`src/core/acl_action_defs.svh`:
```
// Register indices, field positions, reset values and timing for the ACL action staging block.
// Assumes inclusion by bare name from files that use the macros.
`ifndef ACL_ACTION_DEFS_SVH
`define ACL_ACTION_DEFS_SVH

// ----------------------------------------
// Register indices (byte address = 4 * index)
// ----------------------------------------
`define ACL_IDX_PRIORITY     12'h60A
`define ACL_IDX_REMARK_MAP   12'h60B
`define ACL_IDX_SPARE        12'h60C
`define ACL_IDX_FORWARD      12'h60D
`define ACL_IDX_RULESET_HI   12'h60E
`define ACL_IDX_RULESET_LO   12'h60F
`define ACL_IDX_SEL_HIGH     12'h610
`define ACL_IDX_SEL_LOW      12'h611
`define ACL_IDX_CONTROL      12'h612

// ----------------------------------------
// Slot codes returned by the decoder
// ----------------------------------------
`define ACL_SLOT_SEL_HIGH    4'h6
`define ACL_SLOT_SEL_LOW     4'h7
`define ACL_SLOT_CONTROL     4'h8
`define ACL_SLOT_NONE        4'hF

// ----------------------------------------
// Staging byte numbering
// ----------------------------------------
`define ACL_STAGE_FIRST      4'hA
`define ACL_STAGE_COUNT      6
`define ACL_HIGH_SEL_LAST    4'h7
`define ACL_LOW_SEL_LAST     4'hF

// ----------------------------------------
// Field positions
// ----------------------------------------
`define ACL_PM_RANGE         7:6
`define ACL_PRIO_RANGE       5:3
`define ACL_RPE_BIT          2
`define ACL_RP_HI_RANGE      1:0
`define ACL_RP_LO_BIT        7
`define ACL_MM_RANGE         6:5
`define ACL_FWD_RANGE        6:0
`define ACL_CTL_WDONE_BIT    6
`define ACL_CTL_RDONE_BIT    5
`define ACL_CTL_DIR_BIT      4
`define ACL_CTL_INDEX_RANGE  3:0

// ----------------------------------------
// Reset values
// ----------------------------------------
`define ACL_BYTE_RESET       8'h00
`define ACL_WORD_RESET       32'h0000_0000
`define ACL_INDEX_RESET      4'h0
`define ACL_DONE_RESET       1'b1

// ----------------------------------------
// Timing
// ----------------------------------------
`define ACL_CLK_NS           50
`define ACL_XFER_NS          200

`endif

```
`src/core/acl_action_pkg.sv`:
```
// Types shared by the ACL action staging block.
// Assumes nothing beyond a SystemVerilog compiler.
package acl_action_pkg;

  // ----------------------------------------
  // Transfer sequencer states
  // ----------------------------------------
  typedef enum logic [1:0] {
    ST_IDLE = 2'b00,
    ST_WAIT = 2'b01,
    ST_MEM  = 2'b10,
    ST_LOAD = 2'b11
  } xfer_state_t;

endpackage

```
`src/core/acl_action_table.sv`:
```
// Per-port ACL table storage for the action bytes, with per-byte write enables.
// Assumes one clock; the read port registers the addressed entry every cycle.
`timescale 1ns/1ps
`default_nettype none

module acl_action_table #(
  parameter int ENTRIES = 16,
  parameter int BYTES   = 6,
  parameter int IDX_W   = 4
) (
  input  wire logic                 clk,
  input  wire logic [BYTES-1:0]     byte_we,
  input  wire logic [IDX_W-1:0]     addr,
  input  wire logic [8*BYTES-1:0]   wdata,
  output logic      [8*BYTES-1:0]   rdata_q
);

  // ----------------------------------------
  // Byte-masked write, registered read
  // ----------------------------------------
  // No reset on the array: table contents are undefined until written, as in RAM
  // One array per byte lane, so each lane has a single writing process
  genvar g;
  generate
    for (g = 0; g < BYTES; g++) begin : g_lane
      logic [7:0] lane [ENTRIES];
      always_ff @(posedge clk) begin
        if (byte_we[g]) begin
          lane[addr] <= wdata[8*g +: 8];
        end
        rdata_q[8*g +: 8] <= lane[addr];
      end
    end
  endgenerate

endmodule

`default_nettype wire

```
`src/core/acl_action_access.sv`:
```
// APB register bank staging the action part of a per-port ACL entry, plus table sequencer.
// Assumes an APB master on pclk, asynchronous active-low presetn, one port instance.
`timescale 1ns/1ps
`default_nettype none

`include "acl_action_defs.svh"

// How it works
// - Remark priority upper two bits live in bits 1:0 of the priority register.
// - Remark priority low bit sits at bit 7, map mode at 6:5, remark map register.
// - Priority mode 7:6, priority 5:3, remark enable bit 2; all reset zero.
// - Seven-bit forward map in bits 6:0, bit 0 is port 1, reset zero.
// - Writing the low select register while the sequencer is idle launches a table transfer with current selects.
// - High select bit 0 picks staging byte 7, bit 7 picks byte 0.
// - Low select bit 0 picks staging byte F, bit 7 picks byte 8.
// - Only selected bytes take part in a transfer; both selects reset zero.
// - Read-done clears during a table read; software polls until set.
// - Write-done is one idle, zero during a table write, set when done.
module acl_action_access #(
  parameter int ADDR_W      = 14,
  parameter int ENTRIES     = 16,
  parameter int XFER_CYCLES = (`ACL_XFER_NS + `ACL_CLK_NS - 1) / `ACL_CLK_NS
) (
  input  wire logic              pclk,
  input  wire logic              presetn,
  input  wire logic              psel,
  input  wire logic              penable,
  input  wire logic              pwrite,
  input  wire logic [ADDR_W-1:0] paddr,
  input  wire logic [31:0]       pwdata,
  output logic                   pready,
  output logic      [31:0]       prdata,
  output logic                   pslverr,
  output logic      [1:0]        priority_mode_field,
  output logic      [2:0]        priority_value,
  output logic                   remark_priority_enable,
  output logic      [2:0]        remark_priority,
  output logic      [1:0]        map_mode_field,
  output logic      [6:0]        forward_port_map,
  output logic      [15:0]       ruleset,
  output logic                   write_done,
  output logic                   read_done
);

  localparam int NB = `ACL_STAGE_COUNT;

  // ----------------------------------------
  // Decoding and byte selection
  // ----------------------------------------
  function automatic logic [3:0] reg_slot(input logic [ADDR_W-1:0] a);
    logic [11:0] idx;
    idx = 12'(a[ADDR_W-1:2]);
    if (a[1:0] != 2'b00) begin
      return `ACL_SLOT_NONE;
    end
    if (idx >= `ACL_IDX_PRIORITY && idx <= `ACL_IDX_RULESET_LO) begin
      return 4'(idx - `ACL_IDX_PRIORITY);
    end
    case (idx)
      `ACL_IDX_SEL_HIGH: return `ACL_SLOT_SEL_HIGH;
      `ACL_IDX_SEL_LOW:  return `ACL_SLOT_SEL_LOW;
      `ACL_IDX_CONTROL:  return `ACL_SLOT_CONTROL;
      default:           return `ACL_SLOT_NONE;
    endcase
  endfunction

  // Staging byte number b (0..F) to its select bit, in descending order
  function automatic logic byte_selected(input logic [7:0] sel_hi, input logic [7:0] sel_lo,
                                         input logic [3:0] b);
    if (b <= `ACL_HIGH_SEL_LAST) begin
      return sel_hi[3'(`ACL_HIGH_SEL_LAST - b)];
    end
    return sel_lo[3'(`ACL_LOW_SEL_LAST - b)];
  endfunction

  // ----------------------------------------
  // State
  // ----------------------------------------
  acl_action_pkg::xfer_state_t state_q, state_d;

  logic [7:0]    stage_q [NB];
  logic [7:0]    stage_d [NB];
  logic [7:0]    sel_hi_q, sel_hi_d;
  logic [7:0]    sel_lo_q, sel_lo_d;
  logic          dir_q, dir_d;
  logic [3:0]    index_q, index_d;
  logic          wdone_q, wdone_d;
  logic          rdone_q, rdone_d;
  logic [NB-1:0] en_q, en_d;
  logic          xdir_q, xdir_d;
  logic [3:0]    xidx_q, xidx_d;
  logic [7:0]    cnt_q, cnt_d;
  logic          pready_q, pready_d;
  logic [31:0]   prdata_q, prdata_d;
  logic          pslverr_q, pslverr_d;

  logic [NB-1:0]   mem_we;
  logic [8*NB-1:0] mem_wdata;
  logic [8*NB-1:0] mem_rdata;
  logic [NB-1:0]   launch_en;
  logic [3:0]      slot;
  logic            take;
  logic            wr;
  logic            launch;

  // ----------------------------------------
  // Table storage
  // ----------------------------------------
  acl_action_table #(
    .ENTRIES (ENTRIES),
    .BYTES   (NB),
    .IDX_W   (4)
  ) u_table (
    .clk     (pclk),
    .byte_we (mem_we),
    .addr    (xidx_q),
    .wdata   (mem_wdata),
    .rdata_q (mem_rdata)
  );

  // Launch enables are taken from the held high select and the low value being written
  genvar g;
  generate
    for (g = 0; g < NB; g++) begin : g_stage
      assign launch_en[g] = byte_selected(sel_hi_q, pwdata[7:0], 4'(`ACL_STAGE_FIRST + g));
      assign mem_wdata[8*g +: 8] = stage_q[g];
    end
  endgenerate

  // ----------------------------------------
  // APB slave
  // ----------------------------------------
  // One wait state: pready rises at the end of the first access cycle, the write lands on the next edge
  always_comb begin
    slot      = reg_slot(paddr);
    take      = psel & penable & pready_q;
    wr        = take & pwrite & (slot != `ACL_SLOT_NONE);
    launch    = wr & (slot == `ACL_SLOT_SEL_LOW) & (state_q == acl_action_pkg::ST_IDLE);
    pready_d  = psel & penable & ~pready_q;
    pslverr_d = pready_d & (slot == `ACL_SLOT_NONE);
    prdata_d  = `ACL_WORD_RESET;
    if (pready_d) begin
      if (slot < 4'(NB)) begin
        prdata_d = {24'h00_0000, stage_q[3'(slot)]};
      end else if (slot == `ACL_SLOT_SEL_HIGH) begin
        prdata_d = {24'h00_0000, sel_hi_q};
      end else if (slot == `ACL_SLOT_SEL_LOW) begin
        prdata_d = {24'h00_0000, sel_lo_q};
      end else if (slot == `ACL_SLOT_CONTROL) begin
        prdata_d = {24'h00_0000, 1'b0, wdone_q, rdone_q, dir_q, index_q};
      end
    end
  end

  // ----------------------------------------
  // Registers and transfer sequencer
  // ----------------------------------------
  always_comb begin
    state_d  = state_q;
    stage_d  = stage_q;
    sel_hi_d = sel_hi_q;
    sel_lo_d = sel_lo_q;
    dir_d    = dir_q;
    index_d  = index_q;
    wdone_d  = wdone_q;
    rdone_d  = rdone_q;
    en_d     = en_q;
    xdir_d   = xdir_q;
    xidx_d   = xidx_q;
    cnt_d    = cnt_q;
    mem_we   = '0;

    if (wr) begin
      if (slot < 4'(NB)) begin
        stage_d[3'(slot)] = pwdata[7:0];
      end else if (slot == `ACL_SLOT_SEL_HIGH) begin
        sel_hi_d = pwdata[7:0];
      end else if (slot == `ACL_SLOT_SEL_LOW) begin
        sel_lo_d = pwdata[7:0];
      end else if (slot == `ACL_SLOT_CONTROL) begin
        dir_d   = pwdata[`ACL_CTL_DIR_BIT];
        index_d = pwdata[`ACL_CTL_INDEX_RANGE];
      end
    end

    case (state_q)
      acl_action_pkg::ST_IDLE: begin
        if (launch) begin
          en_d    = launch_en;
          xdir_d  = dir_q;
          xidx_d  = index_q;
          cnt_d   = 8'h00;
          state_d = acl_action_pkg::ST_WAIT;
          if (dir_q) begin
            wdone_d = 1'b0;
          end else begin
            rdone_d = 1'b0;
          end
        end
      end
      acl_action_pkg::ST_WAIT: begin
        cnt_d = cnt_q + 8'h01;
        if (cnt_q >= 8'(XFER_CYCLES - 1)) begin
          state_d = acl_action_pkg::ST_MEM;
        end
      end
      acl_action_pkg::ST_MEM: begin
        if (xdir_q) begin
          mem_we  = en_q;
          wdone_d = 1'b1;
          state_d = acl_action_pkg::ST_IDLE;
        end else begin
          state_d = acl_action_pkg::ST_LOAD;
        end
      end
      acl_action_pkg::ST_LOAD: begin
        for (int k = 0; k < NB; k++) begin
          if (en_q[k]) begin
            stage_d[k] = mem_rdata[8*k +: 8];
          end
        end
        rdone_d = 1'b1;
        state_d = acl_action_pkg::ST_IDLE;
      end
      default: begin
        state_d = acl_action_pkg::ST_IDLE;
      end
    endcase
  end

  always_ff @(posedge pclk or negedge presetn) begin
    if (!presetn) begin
      state_q   <= acl_action_pkg::ST_IDLE;
      for (int k = 0; k < NB; k++) begin
        stage_q[k] <= `ACL_BYTE_RESET;
      end
      sel_hi_q  <= `ACL_BYTE_RESET;
      sel_lo_q  <= `ACL_BYTE_RESET;
      dir_q     <= 1'b0;
      index_q   <= `ACL_INDEX_RESET;
      wdone_q   <= `ACL_DONE_RESET;
      rdone_q   <= `ACL_DONE_RESET;
      en_q      <= '0;
      xdir_q    <= 1'b0;
      xidx_q    <= `ACL_INDEX_RESET;
      cnt_q     <= 8'h00;
      pready_q  <= 1'b0;
      prdata_q  <= `ACL_WORD_RESET;
      pslverr_q <= 1'b0;
    end else begin
      state_q   <= state_d;
      stage_q   <= stage_d;
      sel_hi_q  <= sel_hi_d;
      sel_lo_q  <= sel_lo_d;
      dir_q     <= dir_d;
      index_q   <= index_d;
      wdone_q   <= wdone_d;
      rdone_q   <= rdone_d;
      en_q      <= en_d;
      xdir_q    <= xdir_d;
      xidx_q    <= xidx_d;
      cnt_q     <= cnt_d;
      pready_q  <= pready_d;
      prdata_q  <= prdata_d;
      pslverr_q <= pslverr_d;
    end
  end

  // ----------------------------------------
  // Outputs, all from flip-flops
  // ----------------------------------------
  // Staging bytes 0..9 (match fields) live elsewhere; their select bits are held but unused here
  assign pready                 = pready_q;
  assign prdata                 = prdata_q;
  assign pslverr                = pslverr_q;
  assign priority_mode_field    = stage_q[0][`ACL_PM_RANGE];
  assign priority_value         = stage_q[0][`ACL_PRIO_RANGE];
  assign remark_priority_enable = stage_q[0][`ACL_RPE_BIT];
  assign remark_priority        = {stage_q[0][`ACL_RP_HI_RANGE], stage_q[1][`ACL_RP_LO_BIT]};
  assign map_mode_field         = stage_q[1][`ACL_MM_RANGE];
  assign forward_port_map       = stage_q[3][`ACL_FWD_RANGE];
  assign ruleset                = {stage_q[4], stage_q[5]};
  assign write_done             = wdone_q;
  assign read_done              = rdone_q;

endmodule

`default_nettype wire

```
`config.mk`:
```
export PLATFORM = sky130hd
export DESIGN_NAME = acl_action_access
export DESIGN_NICKNAME = d
export VERILOG_FILES = /design/src/core/acl_action_pkg.sv /design/src/core/acl_action_table.sv /design/src/core/acl_action_access.sv
export VERILOG_INCLUDE_DIRS = /design/src /design/src/core
export SDC_FILE = /design/constraint.sdc
export NUM_CORES = 1
export LEC_CHECK = 0
export BUFFER_PORTS_ARGS = -buffer_cell sky130_fd_sc_hd__buf_4
export CORE_MARGIN = 3
export CORE_UTILIZATION = 55
export CTS_CLUSTER_DIAMETER = 150
export DETAILED_ROUTE_END_ITERATION = 10
export HOLD_SLACK_MARGIN = 0.08
export PLACE_DENSITY = 0.77
export SLEW_MARGIN = 20
export SYNTH_ARGS = -nofsm -noshare
export SYNTH_HDL_FRONTEND = slang
export SYNTH_HIERARCHICAL = 1
export SYNTH_SLANG_ARGS = --single-unit
```
`constraint.sdc`:
```
create_clock -name pclk -period 3.36 [get_ports pclk]
set_input_delay 0.168 -clock pclk [delete_from_list [all_inputs] [get_ports pclk]]
set_output_delay 0.168 -clock pclk [all_outputs]
set_load 0.02 [all_outputs]
```
Yosys cells after proc, flatten, opt, wreduce, memory -nomap -nowiden --
Memory sizes are Yosys's and may differ from the RTL's. A register that Yosys moved wholly into a read port is not among the register bits. Index checks and enable logic that the tools add are counted.
Operators by class: add/subtract/negate cells 2, order comparisons 6, equality and inequality tests 16, muxes and demuxes 55, bitwise gates (word level) 13, reduce and logical (&&, ||, !) cells 15
Operator list (number):
- 48-bit 2-to-1 mux | 3
- 8-bit 2-to-1 mux | 14
- 48-bit bitwise mux | 1
- 12-bit by 11-bit equality test with 1-bit output (second input constant) | 3
- 8-bit binary-select mux with 3-bit select | 1
- 8-bit demux with 3-bit select | 1
- 1-bit 2-to-1 mux | 20
- 4-bit 2-to-1 mux | 4
- 8-bit one-hot mux with 2 select lines | 1
- 12-bit by 11-bit greater-or-equal comparator with 1-bit output (second input constant) | 1
- 12-bit by 11-bit <= comparator with 1-bit output (second input constant) | 1
- 6-bit 2-to-1 mux | 2
- 4-bit one-hot mux with 3 select lines | 1
- 2-bit inequality test (second input constant) | 5
- 8-bit by 1-bit adder with 8-bit output (second input constant) | 1
- 1-bit AND | 8
- 4-bit by 3-bit equality test with 1-bit output (second input constant) | 2
- 4-bit equality test (second input constant) | 2
- 8-bit by 2-bit greater-or-equal comparator with 1-bit output (second input constant) | 1
- 2-bit one-hot mux with 4 select lines | 1
- 4-bit AND reduction | 2
- 2-bit nonzero test | 4
- 7-bit 2-to-1 mux | 1
- 2-bit 2-to-1 mux | 3
- other kinds (15) | 24
Word-level totals: register bits after elaboration 126, RAM bits 768, input port bits 51, output and inout bits 70, logic and storage cells 133, memories kept 6
Memories:
- u_table.g_lane[0].lane | words 16, bits a word 8, read ports 1, clocked after memory_dff 1, write ports 1, RTL line acl_action_table.sv:26 | logic [7:0] lane [ENTRIES];
- u_table.g_lane[1].lane | words 16, bits a word 8, read ports 1, clocked after memory_dff 1, write ports 1, RTL line acl_action_table.sv:26
- u_table.g_lane[2].lane | words 16, bits a word 8, read ports 1, clocked after memory_dff 1, write ports 1, RTL line acl_action_table.sv:26
- u_table.g_lane[3].lane | words 16, bits a word 8, read ports 1, clocked after memory_dff 1, write ports 1, RTL line acl_action_table.sv:26
- u_table.g_lane[4].lane | words 16, bits a word 8, read ports 1, clocked after memory_dff 1, write ports 1, RTL line acl_action_table.sv:26
- u_table.g_lane[5].lane | words 16, bits a word 8, read ports 1, clocked after memory_dff 1, write ports 1, RTL line acl_action_table.sv:26

Logic depth before layout (Yosys ltp) --
Gate-level depths: netlist of run 1.
word-level depth 16, depth in mapped cells 11, mapped depth without buffers 8

Cells and area by module --
Netlist of run 1, hierarchy kept.
Modules (own cells, without submodules):
- acl_action_table | times used 1, cells an instance 1350, area each 30394.2 um^2, sequential area each 24023.0 um^2
- acl_action_access | times used 1, cells an instance 591, area each 5876.9 um^2, sequential area each 2555.0 um^2

Worst setup path before layout of run 1 --
No wires, ideal clock.
kind input port to flip-flop, from input paddr[3], to register stage_q, in the netlist ruleset[6], setup time 0.132 ns, arrival 2.331 ns, data required time 3.228 ns, setup slack 0.897 ns, stages 9, path buffers 1, cell sequence buf_2 inv_1 ha_1 and4b_1 a211oi_2 nand3_1 nor4_4 mux2i_1 o21ai_1
RTL lines:
- start: declaration | RTL line acl_action_access.sv:29 | input wire logic [ADDR_W-1:0] paddr,
- end signal: indexed assignment | RTL line acl_action_access.sv:235 | stage_q[k] <= `ACL_BYTE_RESET;
- end signal: assignment | RTL line acl_action_access.sv:252 | stage_q <= stage_d;
- end: declaration | RTL line acl_action_access.sv:81 | logic [7:0] stage_q [NB];

==> results of run 1 <==
[power by group]
group / internal, uW / total, uW / switching [uW]
Clock: 6180 / 10300 / 4080
Sequential: 12200 / 12300 / 49.7
Combinational: 140 / 429 / 288
Total: 18500 / 23000 / 4420
[stage by stage]
stage	worst slack, ps	util, %
floorplan	897.1	-
global placement	408.2	57.72
detailed placement	301.9	57.72
CTS	595.3	62.59
global route	332.5	62.59
finish	391.8	62.60
[logic make-up (layout without fill, tap and decap cells)]
logic type / Yosys count / count (layout)
DFF: 918 / 918
AOI/OAI and AO/OA: 220 / 220
muxes: 291 / 291
other: 1 / 25
adders and majority gates: 2 / 2
and+or+nand+nor: 324 / 324
buffers and inverters: 185 / 301
[layout make-up]
type                    count  area (um2)  share of cell area [%]
well taps                 855        1070                   2.637
clock inverters            42       490.5                   1.209
flip-flops and latches    918       26590                   65.53
inverters                   5       18.77                 0.04626
repair buffers            131        1100                   2.711
diodes                      1       2.502                0.006168
clock buffers             123        2565                   6.322
multi-input cells         861        8740                   21.54
[final timing paths]
| path | cells after the start | startpoint | slack, ps | endpoint |
|---|---|---|---|---|
| max reg2reg | 4 | xidx_q[0] | 770 | u_table/g_lane[3].lane[1][2] |
| min reg2reg | 2 | u_table/rdata_q[45] | 430 | ruleset[5] |
| max | 10 | paddr[3] | 390 | mem_wdata[22] |
| min | 4 | penable | 150 | pready |
| max in group asynchronous | 3 | presetn | 2270 | forward_port_map[1] |
| min in group asynchronous | 2 | presetn | 200 | remark_priority_enable |
[routing by layer]
metal | up-vias | GRT usage (%) | share of wire, %
met1 | 9876 | 33.42 | 39
met3 | 171 | 5.393 | 9.2
li1 | 7848 | - | -
met2 | 890 | 37.06 | 48
met4 | 2 | 7.507 | 3.1
met5 | - | 0 | 0.011
[critical path: stages]
cell	delay [ps]
dlygate4sd3_1	580
buf_4	180
inv_1	50
ha_1	300
and4b_1	210
a211oi_2	100
nor3_1	750
nand3_1	650
mux2i_1	320
o21ai_0	130
[cells in the final DEF (no fill, tap or decap), types with 6 or more instances in the layout]
master	count
edfxtp_1	768
and3_1	58
clkbuf_8	10
a21oi_1	17
buf_4	113
mux2_2	41
dlygate4sd3_1	10
nand2_1	111
bufinv_16	11
clkbuf_16	94
o21ai_0	54
dfrtp_1	98
conb_1	24
nand2b_1	7
buf_12	7
nand3_1	22
a31oi_1	6
mux4_2	192
dfxtp_1	48
clkbuf_1	18
clkinv_1	14
clkinv_2	11
mux2i_1	58
nor2_1	24
nor3_1	9
a22oi_1	96
and2_1	55
[registers in the layout, summed over array words and instances (netlist names), 3 cells and up]
| name | cells |
|---|---|
| u_table/g_lane.lane | 768 |
| u_table/rdata_q | 48 |
| ruleset | 16 |
| mem_wdata | 14 |
| cnt_q | 8 |
| prdata | 8 |
| sel_hi_q | 8 |
| sel_lo_q | 8 |
| forward_port_map | 7 |
| en_q | 6 |
| index_q | 4 |
| xidx_q | 4 |
| priority_value | 3 |
| remark_priority | 3 |
[what timing repair did]
action                                  in CTS  in global routing
endpoints found under the setup margin       0                  0
hold buffers                                10                  0
hold endpoints to repair                   151                  0
==> results.toml, run 1 <==
[outcome]
run_status = "complete, no violations"

[power_and_ir_drop]
p_per_area_nw_per_um2 = 565.9
fin_total_pwr_uw = 22960
power_leakage_uw = 0.01576
peakVddDrop_uv = 483.9

[sta]
drv_slew = 0
setup_viol_count_final = 0
fin_worst_skew_ps = 21.57
fmax_mhz = 336.9
final.setup.tns_ps = 0
period_minus_slack_ps = 2968
period_share_pct = 88.34
slew_headroom_pct = 35.04
worst_pin_slew_ps = 974.4
finalHoldViolCount = 0
rsz0062_at_grt = "no"
whs_ps = 147.8

[synth]
ys_ff_latch = 918
synth_top_family_by_area = "multiplexers"
syn-cell-area_um2 = 36270
synth_cell_type_count = 63
synth_top_area_cell = "edfxtp_1"
yosys.area_share.simple_pct = 4.819
synth_edf_count = 768
synth_cells = 1941
synth.area.mux_share_pct = 14.80
post-synth-top-area-fraction_pct = 63.58
synth-adder-area-share_pct = 0.06899
synth_compound_area_share_pct = 4.091
synth_flop_cell = "edfxtp_1"
synth_area_per_cell_um2 = 18.69
synth_commonest_cells = "edfxtp_1, mux4_2, nand2_1, dfrtp_1, a22oi_1"
yosysMostFrequentCell = "edfxtp_1"
async_reset_ff_share_pct = 11.11
yosysSeqAreaShare_pct = 73.28
synth-xor-area-share_pct = 0
yosys_warnings = 6
synthTopCellsByArea = "edfxtp_1, mux4_2, dfrtp_1, dfxtp_1, a22oi_1"

[routing]
wl_per_cell_um = 27.67
drt_iter0_markers = 2104
ant_nets = 0
vias_per_cell = 6.399
via_count = 18790
drt-total-wl_mm = 81.23
dr.pass1.iters = 6
route.detailed.drc = 0

[placement]
place_congestion = 0.9624
dp_cells = 2760
dp.final_hpwl_mm = 49.56
dpl_cell_area_um2 = 37410
numPortBuffers = 72

[global_route]
grt_pass1_vias = 19140
overflow = 0
grt_use_total_pct = 23.61
grt_max_degree = 79
antenna_found_initial = 5
grt_pass1_wl_mm = 122.2

[clock_network]
clk_pin_slew_ps = 70
cts_resized = 0
post-cts-setup-buffers = 0
cts_buffers = 88
cts_tree = "yes"
htree_levels = 3
cts_sinks = 918
cts-root-buf = "clkbuf_16"
clk_path_buf_depth = 3
insertion_delay_ps = 640

[floorplan]
row_count = 93
start_util_pct = 55.96
die_y_um = 262.8
fp.dieW_um = 262.8
pin_count = 121
coreArea_um2 = 64810
dieArea_um2 = 69060

[cells_and_area]
fillCellCount = 4365
final_cells = 2936
drive_gt1_share_pct = 24.52
fin_nets = 2058
final_area_um2 = 40570
area_growth_syn_to_layout_pct = 11.86

[setup_path]
worstPathArrival_ps = 3450
critPathRequiredTime_ps = 3840
cp_max_fo = 9
criticalPathCategory = "primary input to flip-flop"
critPathLaunchType = "primary input"
endpoint_kind = "flip-flop"

[job]
maxCapViolCount = 0

[hold_path]
hold_class = "primary input to flip-flop"
No activity file was read; power rests on OpenSTA's default activity.
==> inputs of run 2 (changes only) <==
ABC_AREA = 1   (was default)
CORE_UTILIZATION = 50   (was 55)
PLACE_DENSITY = 0.71   (was 0.77)
==> run 2 against run 1 <==
Worst hold slack worse by 36 ps. Routed wire length is 18% higher. Sequential power hardly changed. First-iteration DRC count up 25%. Final area increased by 8.9%. Die area is 20% higher. Clock skew rose by 0.58 ps. Clock-buffer cell count is 17 higher. Critical path depth down 5. Synthesized cell count is 110% higher. Flip-flop and latch count stayed put. Critical endpoint is now u_table/g_lane[3].lane[9][0]. Largest power group unchanged.
==> results.toml, run 2 <==
[outcome]
run_status = "complete, no violations"

[cells_and_area]
layout_common_cells = "nand2_1, edfxtp_1, inv_1, buf_4, nor2_1"
final_util_pct = 56.58
fin_nets = 4228
multi_input_area_um2 = 10870
regMostFlops = "u_table/g_lane.lane"
area_growth_syn_to_layout_pct = 11.22
mostFrequentLayoutCell = "nand2_1"
largest_reg_flops = 768
regArea_um2 = 26590
diodes = 0
fillCellCount = 6568
drive_gt1_share_pct = 9.031

[power_and_ir_drop]
peakVddDrop_uv = 527.1
fin_total_pwr_uw = 22480
p_per_area_nw_per_um2 = 508.6
power_leakage_uw = 0.01771

[synth]
yosysMostFrequentCell = "nand2_1"
synth_commonest_cells = "nand2_1, edfxtp_1, inv_1, nor2_1, dfrtp_1"
syn-cell-area_um2 = 39730
synth_area_per_cell_um2 = 9.722
yosysSeqAreaShare_pct = 66.89
yosys_warnings = 6
synth_flop_cell = "edfxtp_1"
synth_cells = 4087
synthTopCellsByArea = "edfxtp_1, nand2_1, dfrtp_1, dfxtp_1, inv_1"
synth_top_area_cell = "edfxtp_1"
synth_edf_count = 768
post-synth-top-area-fraction_pct = 58.04
synth_cell_type_count = 44
async_reset_ff_share_pct = 11.11
ys_ff_latch = 918

[global_route]
grt_max_degree = 209
overflow = 0
grt_pass1_vias = 25540
grt_pass1_wl_mm = 145.7
antenna_found_initial = 0
grt_use_total_pct = 23.05

[setup_path]
cp_max_fo = 17
endpoint_kind = "flip-flop"
reg2regPathDepth = 5
worstPathArrival_ps = 2970
critPathRequiredTime_ps = 3630
critPathLaunchType = "flip-flop"
criticalPathCategory = "flip-flop to flip-flop"

[routing]
drt-total-wl_mm = 95.80
route.detailed.drc = 0
vias_per_cell = 5.177
drt_iter0_markers = 2632
dr.pass1.iters = 5
ant_nets = 0
wl_per_cell_um = 18.10
via_count = 27400

[floorplan]
pin_count = 121
start_util_pct = 50.87
dieArea_um2 = 82890
row_count = 102
die_y_um = 287.9
fp.dieW_um = 287.9
coreArea_um2 = 78100

[clock_network]
insertion_delay_ps = 660
htree_levels = 3
cts-root-buf = "clkbuf_16"
clk_path_buf_depth = 3
cts_tree = "yes"
cts_sinks = 918
clk_pin_slew_ps = 60
post-cts-setup-buffers = 0
cts_buffers = 91

[placement]
place_congestion = 0.9398
dp.final_hpwl_mm = 56.10
numPortBuffers = 72

[sta]
period_share_pct = 80.27
setup_viol_count_final = 0
period_minus_slack_ps = 2697
worst_pin_slew_ps = 1164
finalHoldViolCount = 0
final.setup.tns_ps = 0
fmax_mhz = 370.8
rsz0062_at_grt = "no"
fin_worst_skew_ps = 22.15
drv_slew = 0
slew_headroom_pct = 22.39

[hold_path]
hold_class = "primary input to asynchronous set/reset pin"

[job]
maxCapViolCount = 0
-- run 2: worst max-delay path, stage by stage, from the launching register on --
cell and delay [ps]:
dfrtp_1 490, inv_1 120, nor2_4 160, buf_4 280, nand2_1 500, nor2_1 770
-- run 2: cells by family (layout without fill, tap and decap cells) --
group           after synthesis  after routing  synth area share, %
simple gates               2568           2568                25.11
flops                       918            918                66.89
buf+inv                     461            603                6.033
compound gates              134            134                1.833
xor+xnor                      3              3              0.06614
fa+ha+maj                     2              2              0.06297
other cells                   1             24             0.009438
-- run 2: path summary, 6_finish.rpt --
kind                                         start                      endpoint  slack, ps
worst min-delay path                       presetn                      cnt_q[1]        110
worst min register to register  u_table/rdata_q[4]             priority_value[1]        440
worst max-delay path                     xidx_q[3]  u_table/g_lane[3].lane[9][0]        660
max in group asynchronous                  presetn           forward_port_map[6]       2450
worst max register to register           xidx_q[3]  u_table/g_lane[3].lane[9][0]        660
min in group pclk                         paddr[1]                     prdata[6]        120
-- run 2: cell type report --
type,instances,share of cell area [%]
multi-input cells,2731,24.59
flip-flops and latches,918,60.16
repair buffers,203,3.692
clock buffers,140,5.915
inverters,230,1.996
well taps,1040,2.945
clock inverters,30,0.7050
-- run 2: per-stage QoR --
| step | cell area [um2] | setup WS [ps] | instances | hold WS (ps) |
|---|---|---|---|---|
| final | 44190 | 662.9 | 5292 | 111.5 |
| after CTS | 44190 | 666.6 | 5292 | 83.00 |
| after global placement | 41140 | 731.0 | 5109 | 275.7 |
| after floorplan | 39820 | 1480 | 4110 | -127.6 |
| after detailed placement | 41140 | 741.3 | 5109 | 266.3 |
| after global routing | 44190 | 571.1 | 5292 | 174.0 |
-- run 2: report_power, final --
part           switching (uW)  total, uW  internal [uW]
registers                48.3      12300          12200
logic                     230        321           91.0
clock network            4250       9890           5640
total                    4530      22500          17900
-- run 2: routing by layer --
metal	up-vias	track usage, %	share of wire, %
met3	234	4.434	9.0
met5	-	0	0
met1	12880	31.80	41
met4	0	9.752	3.7
met2	1164	35.98	46
li1	13110	-	-
-- run 2: what timing repair did --
action | CTS | global route
hold endpoints to repair | 128 | 0
resized for setup | 0 | 0
hold buffers | 13 | 0
==> inputs of run 3 (changes only) <==
clock period = 2.8 ns   (was 3.36 ns; I/O delays follow)
==> run 3 against run 2 <==
Flip-flop and latch count stayed put. Routed wire length increased by 0.71%. Sequential power up 20%. Die area unchanged. Maximum frequency grew 8.2%. Core utilization barely moved. Register-to-register slack got worse by 350 ps. Combinational power increased by 16%. Via count fell by 0.11%. Setup slack got worse by 350 ps.
==> results.toml, run 3 (synthesized netlist as in run 2, its figures left out) <==
[power_and_ir_drop]
clockPowerShare_pct = 43.5
power_leakage_uw = 0.01775
p_per_area_nw_per_um2 = 604.2
p_int_uw = 21430
switching_share_pct = 19.78
netSwitchingPower_uw = 5285
combinationalPowerShare_pct = 1.4
peakVddDrop_uv = 654.6
p_seq_share_pct = 55.1

[clock_network]
insertion_delay_ps = 640
postCtsHoldBufs = 11
cts_tree = "yes"
clk_pin_slew_ps = 60
post-cts-setup-buffers = 0
htree_levels = 3
cts-root-buf = "clkbuf_16"
cts_buffers = 90
cts_sinks = 918
cts_resized = 0
clk_path_buf_depth = 3

[sta]
finalHoldViolCount = 0
fmax_mhz = 401.3
period_minus_slack_ps = 2492
fin_worst_skew_ps = 18.16
setup_ws_ps = 307.9
setup_viol_count_final = 0
drv_slew = 0
worst_pin_slew_ps = 1040
rsz0062_at_grt = "no"
whs_ps = 114.1
period_share_pct = 89.00
slew_headroom_pct = 30.68
final.setup.tns_ps = 0

[setup_path]
worstPathArrival_ps = 2840
criticalPathCategory = "flip-flop to flip-flop"
cp_max_fo = 18
endpoint_kind = "flip-flop"
critPathRequiredTime_ps = 3150
reg2regPathDepth = 6
critPathLaunchType = "flip-flop"

[global_route]
grt_pass1_wl_mm = 147.6
grt_pass1_vias = 25860
grt_use_total_pct = 23.29
grt_max_degree = 193
overflow = 0
antenna_found_initial = 1

[routing]
dr.pass1.iters = 6
drt-total-wl_mm = 96.48
via_count = 27360
vias_per_cell = 5.158
route.detailed.drc = 0
drt_iter0_markers = 2593
ant_nets = 0
wl_per_cell_um = 18.19

[floorplan]
row_count = 102
fp.dieW_um = 287.9
pin_count = 121
dieArea_um2 = 82890
coreArea_um2 = 78100
start_util_pct = 50.87
die_y_um = 287.9

[placement]
place_congestion = 0.9431
dpl_cell_area_um2 = 41270
place_ws_ps = 372.2
dp.final_hpwl_mm = 57.00
numPortBuffers = 72

[cells_and_area]
fin_nets = 4240
largest_reg_flops = 768
area_growth_syn_to_layout_pct = 11.28
final_util_pct = 56.61
mostFrequentLayoutCell = "nand2_1"
layout_common_cells = "nand2_1, edfxtp_1, inv_1, buf_4, nor2_1"
regMostFlops = "u_table/g_lane.lane"
fillCellCount = 6569
drive_gt1_share_pct = 9.289
final_area_um2 = 44210

[outcome]
run_status = "complete, no violations"

[hold_path]
hold_class = "primary input to asynchronous set/reset pin"

[job]
maxCapViolCount = 0
run 3: cell types whose count changed in the layout (fill, tap and decap cells not counted), moves of 3 or more:
cell       before  now
buf_4         184  197
bufinv_16       3    6
clkbuf_1       36   33
clkbuf_16      93   90
clkbuf_8       11    5
clkinv_1        9   13
clkinv_2       11   15
inv_6           1    5
run 3: layout make-up:
type | count | area (um2) | share of cell area [%]
multi-input cells | 2731 | 10870 | 24.57
well taps | 1040 | 1301 | 2.943
inverters | 230 | 882.1 | 1.995
flip-flops and latches | 918 | 26590 | 60.13
clock buffers | 128 | 2445 | 5.529
repair buffers | 216 | 1749 | 3.956
clock inverters | 40 | 381.6 | 0.8631
diodes | 2 | 5.005 | 0.01132
run 3: layer usage:
metal	track usage [%]	wire length, um	up-vias
met5	0.5357	61	-
met4	8.270	2899	2
met3	4.046	8234	180
met2	37.39	45190	1080
met1	32.10	40090	12950
li1	-	-	13150
run 3: worst paths after layout:
kind | startpoint | to | slack (ps)
setup / recovery | xidx_q[3] | u_table/g_lane[4].lane[10][2] | 310
hold / removal | presetn | en_q[0] | 110
setup reg to reg | xidx_q[3] | u_table/g_lane[4].lane[10][2] | 310
hold reg to reg | u_table/rdata_q[2] | remark_priority_enable | 440
max in group asynchronous | presetn | ruleset[9] | 1720
min in group pclk | paddr[0] | index_q[2] | 150
run 3: metrics by stage:
stage | std cells | total power [uW]
after CTS | 5303 | 26900
after floorplan | 4110 | 15210
final | 5305 | 26720
after global placement | 5124 | 15350
after global routing | 5303 | 27470
after detailed placement | 5124 | 15350
run 3: worst max-delay path, stage by stage, from the launching register on:
cell and delay, ps:
dfrtp_1 490, inv_1 110, nor2_4 130, buf_4 280, nand2_1 540, nor2_1 400
buf_4 240
run 3: power groups by stage:
stage	clock network [uW]	logic (uW)	registers [uW]
final	11600	372	14700
after global routing	12300	415	14700
after CTS	11800	367	14700
after detailed placement	0	352	15000
after global placement	0	348	15000
after floorplan	0	224	15000
